### config.mk
export PLATFORM = sky130hd
export DESIGN_NAME = pfl_function_io
export DESIGN_NICKNAME = d
export VERILOG_FILES = /design/src/common/pfl_pkg.sv /design/src/core/pfl_filter.sv /design/src/core/pfl_function_io.sv
export SDC_FILE = /design/constraint.sdc
export NUM_CORES = 2
export LEC_CHECK = 0
export ABC_CLOCK_PERIOD_IN_PS = 5900
export BUFFER_PORTS_ARGS = -buffer_cell sky130_fd_sc_hd__buf_4
export CORE_ASPECT_RATIO = 0.9
export CORE_MARGIN = 2
export CORE_UTILIZATION = 50
export DETAILED_ROUTE_END_ITERATION = 7
export PLACE_DENSITY = 0.67
export SYNTH_ARGS = -nofsm -noshare
export SYNTH_HDL_FRONTEND = slang
export SYNTH_HIERARCHICAL = 1
export SYNTH_SLANG_ARGS = --single-unit
### constraint.sdc
create_clock -name clk_i -period 5.9 [get_ports clk_i]
set_clock_uncertainty 0.05 [all_clocks]
set_input_delay 0.295 -clock clk_i [delete_from_list [all_inputs] [get_ports clk_i]]
set_output_delay 0.295 -clock clk_i [all_outputs]
set_load 0.005 [all_outputs]
### src/common/pfl_pkg.sv
// Shared constants and types of the programmable function line block.
// Assumes one 50 MHz system clock and a classic Wishbone register bus.
package pfl_pkg;

    // =====================================================================
    // Sizes
    localparam int unsigned NUM_LINES = 8;
    localparam int unsigned NUM_DEST = 24;

    // =====================================================================
    // Register offsets (byte addresses)
    localparam logic [7:0] OFS_MODE = 8'h00;
    localparam logic [7:0] OFS_STATIC_OUT = 8'h04;
    localparam logic [7:0] OFS_STATIC_IN = 8'h08;
    localparam logic [7:0] OFS_DRIVE = 8'h0C;
    localparam logic [7:0] OFS_FILTER = 8'h10;
    localparam logic [7:0] OFS_ROUTE0 = 8'h14;
    localparam logic [7:0] OFS_ROUTE1 = 8'h18;
    localparam logic [7:0] OFS_ROUTE2 = 8'h1C;
    localparam logic [7:0] OFS_DEST_POL = 8'h20;
    localparam logic [7:0] OFS_DEST_EDGE = 8'h24;
    localparam logic [7:0] OFS_EXPORT = 8'h28;
    localparam logic [7:0] OFS_TBUS_ROUTE = 8'h2C;

    // Reset value of every register; all lines idle and undriven
    localparam logic [31:0] REG_RESET = 32'h0000_0000;

    // Field positions
    localparam int unsigned MODE_OUT_LSB = 8;
    localparam int unsigned NIB_EN_BIT = 3;

    // =====================================================================
    // Timing
    localparam logic [6:0] FILT_CLK_MHZ = 7'h28;   // 40 MHz filter clock
    localparam logic [6:0] SYS_CLK_MHZ = 7'h32;    // 50 MHz system clock
    localparam int unsigned SYS_CLK_PERIOD_NS = 32'h0000_0014;
    localparam int unsigned JITTER_NS = 32'h0000_0019;   // 25 ns
    localparam int unsigned TICK_GAP_LIMIT = JITTER_NS / SYS_CLK_PERIOD_NS;
    localparam logic [16:0] FLT_N_SHORT = 17'h0_0005;    // 5 samples
    localparam logic [16:0] FLT_N_MID = 17'h0_0101;      // 257 samples
    localparam int FLT_N_LONG_DEF = 32'h0001_8DA8;       // 101800 samples

    // =====================================================================
    // Enumerations
    typedef enum logic [1:0] {
        FLT_OFF, FLT_125NS, FLT_6425NS, FLT_2550US
    } pfl_filt_e;

    typedef enum logic [1:0] {
        DRV_HIZ, DRV_LOW, DRV_HIGH, DRV_ACTIVE
    } pfl_drive_e;

    typedef enum logic [3:0] {
        SRC_AI_CONVERT, SRC_AI_HOLD_DONE, SRC_AI_REFERENCE, SRC_AI_SAMPLE,
        SRC_AI_START, SRC_AO_SAMPLE, SRC_AO_START, SRC_CTR0_SOURCE,
        SRC_CTR1_SOURCE, SRC_CTR0_GATE, SRC_CTR1_GATE, SRC_CTR0_OUT,
        SRC_CTR1_OUT, SRC_FREQ_OUT, SRC_TBUS
    } pfl_src_e;

    // =====================================================================
    // Carriers
    typedef struct packed {
        logic ai_convert;
        logic ai_sample;
        logic ai_start;
        logic ai_reference;
        logic ai_pause;
        logic ai_timebase;
        logic ao_start;
        logic ao_sample;
        logic ao_timebase;
        logic ao_pause;
        logic [1:0] ctr_source;
        logic [1:0] ctr_gate;
        logic [1:0] ctr_aux;
        logic [1:0] counter_arm_input;
        logic [1:0] ctr_a;
        logic [1:0] ctr_b;
        logic [1:0] ctr_z;
    } pfl_dest_s;

    typedef struct packed {
        logic ai_convert;
        logic ai_hold_done;
        logic ai_reference;
        logic ai_sample;
        logic ai_start;
        logic ao_sample;
        logic ao_start;
        logic [1:0] ctr_source;
        logic [1:0] ctr_gate;
        logic [1:0] ctr_out;
        logic freq_out;
    } pfl_src_s;

    typedef struct packed {
        logic [15:0] mode;
        logic [7:0] static_out;
        logic [15:0] drive;
        logic [15:0] filter;
        logic [95:0] route;
        logic [23:0] dest_pol;
        logic [23:0] dest_edge;
        logic [31:0] export_sel;
        logic [31:0] tbus_route;
        logic [7:0] pin_meta;
        logic [7:0] pin_sync;
        logic [7:0] tb_meta;
        logic [7:0] tb_sync;
        logic [6:0] phase;
        logic tick;
        logic [23:0] dest;
        logic [23:0] dest_prev;
        logic [7:0] line_out;
        logic [7:0] line_oe;
        logic [7:0] tbus_out;
        logic [7:0] tbus_oe;
        logic ack;
        logic [31:0] rdata;
    } pfl_state_s;

    typedef struct packed {
        logic level;
        logic [16:0] cnt;
    } pfl_filt_state_s;

endpackage

### src/core/pfl_filter.sv
// Debouncing filter for one programmable function line.
// Assumes a synchronised sample and a filter-clock tick from the parent.
`timescale 1ns/1ps
module pfl_filter
    import pfl_pkg::*;
#(
    parameter int LONG_N = FLT_N_LONG_DEF
)(
    input wire logic clk_i,
    input wire logic rst_i,
    input wire logic tick_i,
    input wire logic sample_i,
    input wire pfl_filt_e setting_i,
    output logic level_o
);

    // =====================================================================
    // State
    pfl_filt_state_s s_reg;
    pfl_filt_state_s s_next;
    logic [16:0] need;

    // Count consecutive differing samples; a match restarts the count
    always_comb
    begin
        s_next = s_reg;
        need = FLT_N_SHORT;
        unique case (setting_i)
            FLT_OFF: need = FLT_N_SHORT;
            FLT_125NS: need = FLT_N_SHORT;
            FLT_6425NS: need = FLT_N_MID;
            FLT_2550US: need = LONG_N[16:0];
        endcase
        if (setting_i == FLT_OFF)
        begin
            // Bypass follows the pin every clock, not only on ticks
            s_next.level = sample_i;
            s_next.cnt = '0;
        end
        else if (tick_i)
        begin
            if (sample_i == s_reg.level)
            begin
                s_next.cnt = '0;
            end
            else if (s_reg.cnt == need - 17'h0_0001)
            begin
                s_next.level = sample_i;
                s_next.cnt = '0;
            end
            else
            begin
                s_next.cnt = s_reg.cnt + 17'h0_0001;
            end
        end
    end

    // Register the state; level starts low
    always_ff @(posedge clk_i)
    begin
        if (rst_i)
        begin
            s_next_unused_guard: s_reg <= '0;
        end
        else
        begin
            s_reg <= s_next;
        end
    end

    assign level_o = s_reg.level;
endmodule

### src/core/pfl_function_io.sv
// Programmable function line routing, export, filtering and drive.
// Assumes classic Wishbone on clk_i (50 MHz), pins synchronised here,
// and internal timing sources on the same clock.
//
// Function
// - Eight input and eight output lines, each configured on its own.
// - Each input is a static input or a routed timing input.
// - Each output is a static output or an exported timing signal.
// - Any input may feed any analog-in, analog-out or counter destination.
// - Routed inputs have selectable polarity and edge or level sense.
// - Any output may export any listed internal timing signal.
// - Exported analog-in convert and analog-out sample clocks are inverted.
// - Enabled filters sample the input at a 40 MHz filter rate.
// - A level passes only after N consecutive equal new samples.
// - N is 5, 257 or about 101800; disabled means no filtering.
// - Filter settings are per line and all disabled after reset.
// - Filter jitter stays within 25 ns for the short settings.
// - Trigger bus routes use the unfiltered line signal.
// - Static input x is bit x of port zero; output x of port one.
// - After reset every output line is undriven.
// - Each line's state is undriven, driving 0 or driving 1.
//
// Decided for this implementation: the Wishbone slave port and the placing of the registers.
`timescale 1ns/1ps
module pfl_function_io
    import pfl_pkg::*;
#(
    parameter int LONG_N = FLT_N_LONG_DEF
)(
    input wire logic clk_i,
    input wire logic rst_i,
    input wire logic wb_cyc_i,
    input wire logic wb_stb_i,
    input wire logic wb_we_i,
    input wire logic [7:0] wb_adr_i,
    input wire logic [3:0] wb_sel_i,
    input wire logic [31:0] wb_dat_i,
    output logic [31:0] wb_dat_o,
    output logic wb_ack_o,
    input wire logic [7:0] line_in_i,
    output logic [7:0] line_out_o,
    output logic [7:0] line_oe_o,
    input wire logic [7:0] tbus_in_i,
    output logic [7:0] tbus_out_o,
    output logic [7:0] tbus_oe_o,
    input wire pfl_src_s src_i,
    output pfl_dest_s dest_o
);

    // =====================================================================
    // State and helpers
    pfl_state_s s_reg;
    pfl_state_s s_next;
    logic [NUM_LINES-1:0] level;

    // Byte-lane merge of a write into the current register value
    function automatic logic [31:0] merge(
        input logic [31:0] old,
        input logic [31:0] wd,
        input logic [3:0] sel
    );
        logic [31:0] r;
        r = old;
        for (int b = 0; b < 4; b++)
        begin
            if (sel[b])
            begin
                r[8*b +: 8] = wd[8*b +: 8];
            end
        end
        return r;
    endfunction

    // Pick one internal timing signal for export; clocks that are
    // active low on the pin are inverted here
    function automatic logic pick(
        input pfl_src_s src,
        input logic tb,
        input logic [3:0] code
    );
        logic r;
        r = 1'b0;
        case (pfl_src_e'(code))
            SRC_AI_CONVERT: r = ~src.ai_convert;
            SRC_AI_HOLD_DONE: r = src.ai_hold_done;
            SRC_AI_REFERENCE: r = src.ai_reference;
            SRC_AI_SAMPLE: r = src.ai_sample;
            SRC_AI_START: r = src.ai_start;
            SRC_AO_SAMPLE: r = ~src.ao_sample;
            SRC_AO_START: r = src.ao_start;
            SRC_CTR0_SOURCE: r = src.ctr_source[0];
            SRC_CTR1_SOURCE: r = src.ctr_source[1];
            SRC_CTR0_GATE: r = src.ctr_gate[0];
            SRC_CTR1_GATE: r = src.ctr_gate[1];
            SRC_CTR0_OUT: r = src.ctr_out[0];
            SRC_CTR1_OUT: r = src.ctr_out[1];
            SRC_FREQ_OUT: r = src.freq_out;
            SRC_TBUS: r = tb;
            default: r = 1'b0;                      // Unused code
        endcase
        return r;
    endfunction

    // =====================================================================
    // Per-line filters
    for (genvar g = 0; g < NUM_LINES; g++)
    begin : g_filt
        pfl_filter #(
            .LONG_N(LONG_N)
        ) u_filt (
            .clk_i(clk_i),
            .rst_i(rst_i),
            .tick_i(s_reg.tick),
            .sample_i(s_reg.pin_sync[g]),
            .setting_i(pfl_filt_e'(s_reg.filter[2*g +: 2])),
            .level_o(level[g])
        );
    end

    // =====================================================================
    // Next-state logic
    always_comb
    begin
        logic [31:0] rd;
        logic [31:0] w;
        logic [3:0] nib;
        logic v;
        logic tv;
        rd = REG_RESET;
        w = REG_RESET;
        nib = 4'h0;
        v = 1'b0;
        tv = 1'b0;
        s_next = s_reg;

        // Current value of the addressed register
        case (wb_adr_i)
            OFS_MODE: rd = {16'h0000, s_reg.mode};
            OFS_STATIC_OUT: rd = {24'h00_0000, s_reg.static_out};
            OFS_STATIC_IN: rd = {24'h00_0000, level};
            OFS_DRIVE: rd = {16'h0000, s_reg.drive};
            OFS_FILTER: rd = {16'h0000, s_reg.filter};
            OFS_ROUTE0: rd = s_reg.route[31:0];
            OFS_ROUTE1: rd = s_reg.route[63:32];
            OFS_ROUTE2: rd = s_reg.route[95:64];
            OFS_DEST_POL: rd = {8'h00, s_reg.dest_pol};
            OFS_DEST_EDGE: rd = {8'h00, s_reg.dest_edge};
            OFS_EXPORT: rd = s_reg.export_sel;
            OFS_TBUS_ROUTE: rd = s_reg.tbus_route;
            default: rd = REG_RESET;                // Unmapped reads zero
        endcase

        // Bus: answer one cycle after the request, then drop
        s_next.ack = wb_cyc_i & wb_stb_i & ~s_reg.ack;
        if (wb_cyc_i && wb_stb_i && !s_reg.ack)
        begin
            s_next.rdata = rd;
        end

        // Writes land on the edge at which the master sees ack
        if (wb_cyc_i && wb_stb_i && wb_we_i && s_reg.ack)
        begin
            w = merge(rd, wb_dat_i, wb_sel_i);
            case (wb_adr_i)
                OFS_MODE: s_next.mode = w[15:0];
                OFS_STATIC_OUT: s_next.static_out = w[7:0];
                OFS_DRIVE: s_next.drive = w[15:0];
                OFS_FILTER: s_next.filter = w[15:0];
                OFS_ROUTE0: s_next.route[31:0] = w;
                OFS_ROUTE1: s_next.route[63:32] = w;
                OFS_ROUTE2: s_next.route[95:64] = w;
                OFS_DEST_POL: s_next.dest_pol = w[23:0];
                OFS_DEST_EDGE: s_next.dest_edge = w[23:0];
                OFS_EXPORT: s_next.export_sel = w;
                OFS_TBUS_ROUTE: s_next.tbus_route = w;
                default: s_next.rdata = s_reg.rdata;        // Ignored
            endcase
        end

        // Two-flop synchronisers for pins and the trigger bus
        s_next.pin_meta = line_in_i;
        s_next.pin_sync = s_reg.pin_meta;
        s_next.tb_meta = tbus_in_i;
        s_next.tb_sync = s_reg.tb_meta;

        // Filter tick: 40 of every 50 clocks, never two misses in a row
        if (s_reg.phase + FILT_CLK_MHZ >= SYS_CLK_MHZ)
        begin
            s_next.phase = s_reg.phase + FILT_CLK_MHZ - SYS_CLK_MHZ;
        end
        else
        begin
            s_next.phase = s_reg.phase + FILT_CLK_MHZ;
        end
        // Tick flags the coming wrap, so reset gives one miss, not two
        s_next.tick = (s_next.phase + FILT_CLK_MHZ >= SYS_CLK_MHZ);

        // Destinations: enable nibble selects a timing-mode input
        for (int k = 0; k < NUM_DEST; k++)
        begin
            nib = s_reg.route[4*k +: 4];
            v = nib[NIB_EN_BIT] & s_reg.mode[nib[2:0]]
                & (level[nib[2:0]] ^ s_reg.dest_pol[k]);
            s_next.dest_prev[k] = v;
            s_next.dest[k] = s_reg.dest_edge[k] ?
                (v & ~s_reg.dest_prev[k]) : v;
        end

        // Trigger bus takes the raw synchronised pin, never the filter
        for (int b = 0; b < NUM_LINES; b++)
        begin
            nib = s_reg.tbus_route[4*b +: 4];
            s_next.tbus_oe[b] = nib[NIB_EN_BIT];
            s_next.tbus_out[b] = nib[NIB_EN_BIT]
                & s_reg.pin_sync[nib[2:0]];
        end

        // Output lines: drive state first, then static or timing value
        for (int x = 0; x < NUM_LINES; x++)
        begin
            tv = pick(src_i, s_reg.tb_sync[x], s_reg.export_sel[4*x +: 4]);
            v = s_reg.mode[MODE_OUT_LSB + x] ? tv
                : s_reg.static_out[x];
            unique case (pfl_drive_e'(s_reg.drive[2*x +: 2]))
                DRV_HIZ:
                begin
                    s_next.line_oe[x] = 1'b0;
                    s_next.line_out[x] = 1'b0;
                end
                DRV_LOW:
                begin
                    s_next.line_oe[x] = 1'b1;
                    s_next.line_out[x] = 1'b0;
                end
                DRV_HIGH:
                begin
                    s_next.line_oe[x] = 1'b1;
                    s_next.line_out[x] = 1'b1;
                end
                DRV_ACTIVE:
                begin
                    s_next.line_oe[x] = 1'b1;
                    s_next.line_out[x] = v;
                end
            endcase
        end
    end

    // Registers; reset leaves every line undriven and filters off
    always_ff @(posedge clk_i)
    begin
        if (rst_i)
        begin
            s_reg <= '0;
        end
        else
        begin
            s_reg <= s_next;
        end
    end

    // =====================================================================
    // Outputs, all from flops
    assign wb_dat_o = s_reg.rdata;
    assign wb_ack_o = s_reg.ack;
    assign line_out_o = s_reg.line_out;
    assign line_oe_o = s_reg.line_oe;
    assign tbus_out_o = s_reg.tbus_out;
    assign tbus_oe_o = s_reg.tbus_oe;
    assign dest_o = pfl_dest_s'(s_reg.dest);

    // =====================================================================
    // Checks
    logic [2:0] gap_cnt;

    // Counts consecutive clocks without a filter tick
    always_ff @(posedge clk_i)
    begin
        if (rst_i)
        begin
            gap_cnt <= 3'h0;
        end
        else if (s_reg.tick)
        begin
            gap_cnt <= 3'h0;
        end
        else if (gap_cnt != 3'h7)
        begin
            gap_cnt <= gap_cnt + 3'h1;
        end
    end
endmodule

; ---- Word-level counts from Yosys, hierarchy flattened
; Index checks and enable logic that the tools add are counted.
[totals]
regBits = 561
input_bits = 79
output_inout_bits = 89
elab_cells = 778
[classes]
addsub = 19
magnitude_cmp = 58
eq_ne = 196
mux = 233
bitwise = 133
n_reduce_logical = 98
[ops]
columns = operator, count
row1 = $pmux W17 S3, 8
row2 = $pmux W32 S12, 1
row3 = $mux W18, 16
row4 = $mux W17, 16
row5 = $eq A4 B4 Y1 const B, 56
row6 = $bmux W1 S3, 56
row7 = $add A17 B1 Y17 const B, 8
row8 = $eq A17 B17 Y1, 8
row9 = $sub A17 B1 Y17 const B, 8
row10 = $eq A4 B3 Y1 const B, 32
row11 = $lt A3 B4 Y1 const B, 32
row12 = $lt A3 B5 Y1 const B, 24
row13 = $pmux W1 S15, 8
row14 = $mux W1, 104
row15 = $mux W32, 3
row16 = $and A1 B1 Y1, 82
row17 = $eq A2 B2 Y1 const B, 32
row18 = $eq A4 B2 Y1 const B, 16
row19 = $reduce_or A2 Y1, 24
row20 = $eq A2 B1 Y1 const B, 16
row21 = $eq A4 B1 Y1 const B, 8
row22 = $eq A8 B5 Y1 const B, 4
row23 = $eq A8 B6 Y1 const B, 4
row24 = $logic_not A2 Y1, 16
row25 = other kinds (23), 155

; ---- Longest topological paths before layout
[depth]
depth_word = 9
mapped_depth = 11
mapped_depth_nobuf = 8

; ---- Modules after synthesis
; The synthesis kept the hierarchy.
[by_module_without_submodules]
columns = module, n_inst, cells_per_inst, area_per_inst_um2, seq_area_each_um2
row1 = pfl_function_io, 1, 2423, 22105.0, 8328.0
row2 = pfl_filter, 8, 142, 1138.6, 360.3

; ---- Worst setup path before layout
; OpenSTA, ideal clock, no wires.
[synth_path]
path_kind = input port to flip-flop
startpoint = in wb_adr_i[2]
endpoint = reg s_reg[166] (netlist name)
setup_time_ns = 0.139
arrival_time_ns = 2.040
t_required_ns = 5.711
path_slack_ns = 3.671
cell_stages = 10
n_path_buf = 4
cell_sequence = buf_2 -> buf_6 -> buf_2 -> buf_4 -> mux2i_1 -> o22ai_1 -> a221oi_1 -> nand3_1 -> o211ai_1 -> o21ai_0
[synth_lines]
columns = item, line_no
row1 = "start, declared", pfl_function_io.sv:35  ; input wire logic [7:0] wb_adr_i,

==> impl_metrics.ini <==
[outcome]
result_of_the_run = finished, violations left
violations = max-capacitance violations, max-slew violations

[timing]
final-hold-violation-count = 0
min_period_ns = 3.69
final.period_utilization_pct = 62.5
finalSetupTns_ns = 0
timing.final.setup_violations = 0
max_slew.worst_pin.slew_ns = 1.51
rsz0062_at_grt = no
slew_headroom_pct = -1.60
slew_violations = 8
clock.fmax_mhz = 271

[route]
drt_first_pass_iters = 8
number_of_nets_still_failing_antenna_checks_after_routing = 0
detail_route.iter0.violations = 4015
vias = 29400
wl_per_cell_um = 26.7
postRouteWirelength_um = 116000
drt_drc_violations_left = 0
routed_via_density = 6.75

[placement]
numPlacedInstances = 4225
place.port_buffers = 167
gpl.final_weighted_congestion = 1.03
placed_area_um2 = 32000
place.detailed.hpwl_um = 79300

[floorplan]
die_x_um = 267
core.rowCount = 86
initial_core_util_pct = 50.8
core_region_area_um2 = 61400
io_pins = 168
die_height_um = 241
fp.dieArea_um2 = 64400

[flow_run]
timing.max_cap.violations = 1

[critical_path]
crit_arrival_ns = 4.19
crit_path_end_kind = register
crit_fanout = 61
timing.critical_path.slowest_stage_cell = sky130_fd_sc_hd__buf_4
critical_path.startpoint_type = primary input
delay_of_the_slowest_critical_path_stage_ns = 0.75
cp.required_ns = 6.40
worst-setup-path-type = in2reg
worstPathCellList = buf_4 > buf_4 > nor4b_2 > buf_4 > a21oi_1 > o21ai_0 > o21ai_0 > o21ai_0

[synthesis]
yosys_warnings = 6
synth.top_cells.by_count = 560 x sky130_fd_sc_hd__dfxtp_1, 488 x sky130_fd_sc_hd__nand2_1, 206 x sky130_fd_sc_hd__clkbuf_1
postSynth.topFlopCell = sky130_fd_sc_hd__dfxtp_1
syn_nets = 3651
async_reset_ff_share_pct = 0
yosys-top-cells-area = sky130_fd_sc_hd__dfxtp_1 36%, sky130_fd_sc_hd__mux4_2 8.5%, sky130_fd_sc_hd__nand2_1 5.9%, sky130_fd_sc_hd__mux2i_1 5.4%, sky130_fd_sc_hd__o21ai_0 3.1%
synthMostInstantiatedCell = sky130_fd_sc_hd__dfxtp_1
synth-edff-count = 0
synth_top_area_share_pct = 35.9
postSynthAreaPerCell_um2 = 8.77
post_synth_inst_count = 3559
synth_area_um2 = 31200
netlist-cell-type-count = 84
synth_top_area_cell = sky130_fd_sc_hd__dfxtp_1
synth_seq_area_share_pct = 35.9
ys_ff_latch = 560

[cells_and_area]
fillCellCount = 5510
sequential_cell_area_in_the_final_layout_um2 = 11200
fin_cells = 4361
finish.net_count = 3560
layout.cell_area.non_filler_um2 = 34400
utilization_pct = 56.0
area_delta_synth_final_pct = 10.2
multi_input_area_um2 = 17800
number_of_flip_flops_in_the_largest_register = 303
drive_above_1_share_pct = 16.0

[clock_tree]
cts.htree.levels = 2
clk_pin_slew_worst_paths_ns = 0.07
cts_buffers = 61
post_cts_resized = 0
tritoncts_clock_tree = yes
maximum_buffer_depth_of_the_clock_tree = 3
tritoncts_num_sinks = 560
clock-root-buffer = sky130_fd_sc_hd__clkbuf_16
worst_skew_pair.late_latency_ns = 0.65

[global_route]
wire_length_of_the_first_global_routing_pass_um = 172000
grt_start_max_net_pins = 128
gr-usage-all-layers_pct = 35.2
first_global_vias = 27200
grt_antenna_before_repair = 0
grt_overflow_total = 0

[power]
irDropWorstVdd_v = 0.000281
report.power.total_uw = 9030
cellLeakagePower_uw = 0.0112
power.density_nw_per_um2 = 262

[min_path]
hold_path_class = in2reg
==> power by group <==
| group | switching (uW) | total [uW] | internal, uW |
|---|---|---|---|
| combinational | 586 | 867 | 282 |
| clock | 1720 | 4290 | 2580 |
| sequential | 44.5 | 3870 | 3820 |
| total | 2350 | 9030 | 6680 |
==> placed cells by master (no fill, tap or decap), drive strengths merged, types with 52 or more instances in the layout <==
master / synthesis / final
dfxtp: 560 / 560
nand2: 488 / 488
buf: 170 / 217
o21ai: 212 / 212
mux2i: 169 / 169
a21oi: 154 / 154
nand3: 150 / 150
nand4: 137 / 137
o22ai: 136 / 136
nor2: 128 / 128
mux4: 118 / 118
inv: 86 / 88
clkbuf: 217 / 75
nor2b: 67 / 67
nor3: 57 / 57
and3: 54 / 54
xnor2: 53 / 53
a41oi: 52 / 52
==> cell families (layout without fill, tap and decap cells) <==
logic type | count (synthesis) | in the layout | share of synthesized area [%]
XOR/XNOR | 79 | 79 | 2.22
multiplexers | 314 | 314 | 14.9
flip-flops | 560 | 560 | 35.9
buffers and inverters | 473 | 435 | 7.33
adder cells (fa/ha/maj) | 13 | 13 | 0.521
AND/OR/NAND/NOR | 1314 | 1314 | 21.6
other | 0 | 4 | 0
AO/OA/AOI/OAI | 806 | 806 | 17.5
==> through the flow <==
| step | hold slack, ns | setup WS [ns] |
|---|---|---|
| floorplan | 0.346 | 3.67 |
| global placement | 0.355 | 2.00 |
| detailed placement | 0.358 | 1.90 |
| CTS | 0.0542 | 2.52 |
| global route | 0.0900 | 2.19 |
| finish | 0.102 | 2.21 |
==> worst max-delay path: cells and delay by family <==
family / cells / cell delay, ns
buffers and inverters: 3 / 1.63
and+or+nand+nor: 1 / 0.31
AOI/OAI and AO/OA: 4 / 1.80
==> final cells by class <==
type / count / area share [%]
Clock buffer: 75 / 4.95
Sequential cell: 560 / 32.6
Clock inverter: 41 / 1.59
Multi-Input combinational cell: 2526 / 51.6
Tap cell: 836 / 3.04
Inverter: 86 / 0.953
Timing Repair Buffer: 233 / 5.25
Antenna cell: 4 / 0.0291
==> path summary, 6_finish.rpt <==
kind | from | endpoint | slack (ns) | cells past startpoint
setup / recovery | wb_adr_i[2] | s_reg[351] | 2.21 | 8
hold / removal | wb_dat_i[8] | s_reg[369] | 0.10 | 3
setup reg to reg | wb_ack_o | s_reg[297] | 2.34 | 6
hold reg to reg | s_reg[69] | dest_o[4] | 0.37 | 1
==> metal layers <==
layer  up-vias  part of all wire, %  global-route usage (%)
li1      12900                    -                       -
met2      1927                   43                    52.6
met4         0                  5.5                    18.1
met1     14200                   39                    47.2
met5         -                    0                       0
met3       392                   12                    8.58
==> repair_timing <==
item / CTS / global route
buffers inserted: 0 / 0
hold buffers: 16 / 0
endpoints found under the hold margin: 16 / 0
endpoints found under the setup margin: 0 / 0
Note: power is estimated with default switching activity, not from simulation.
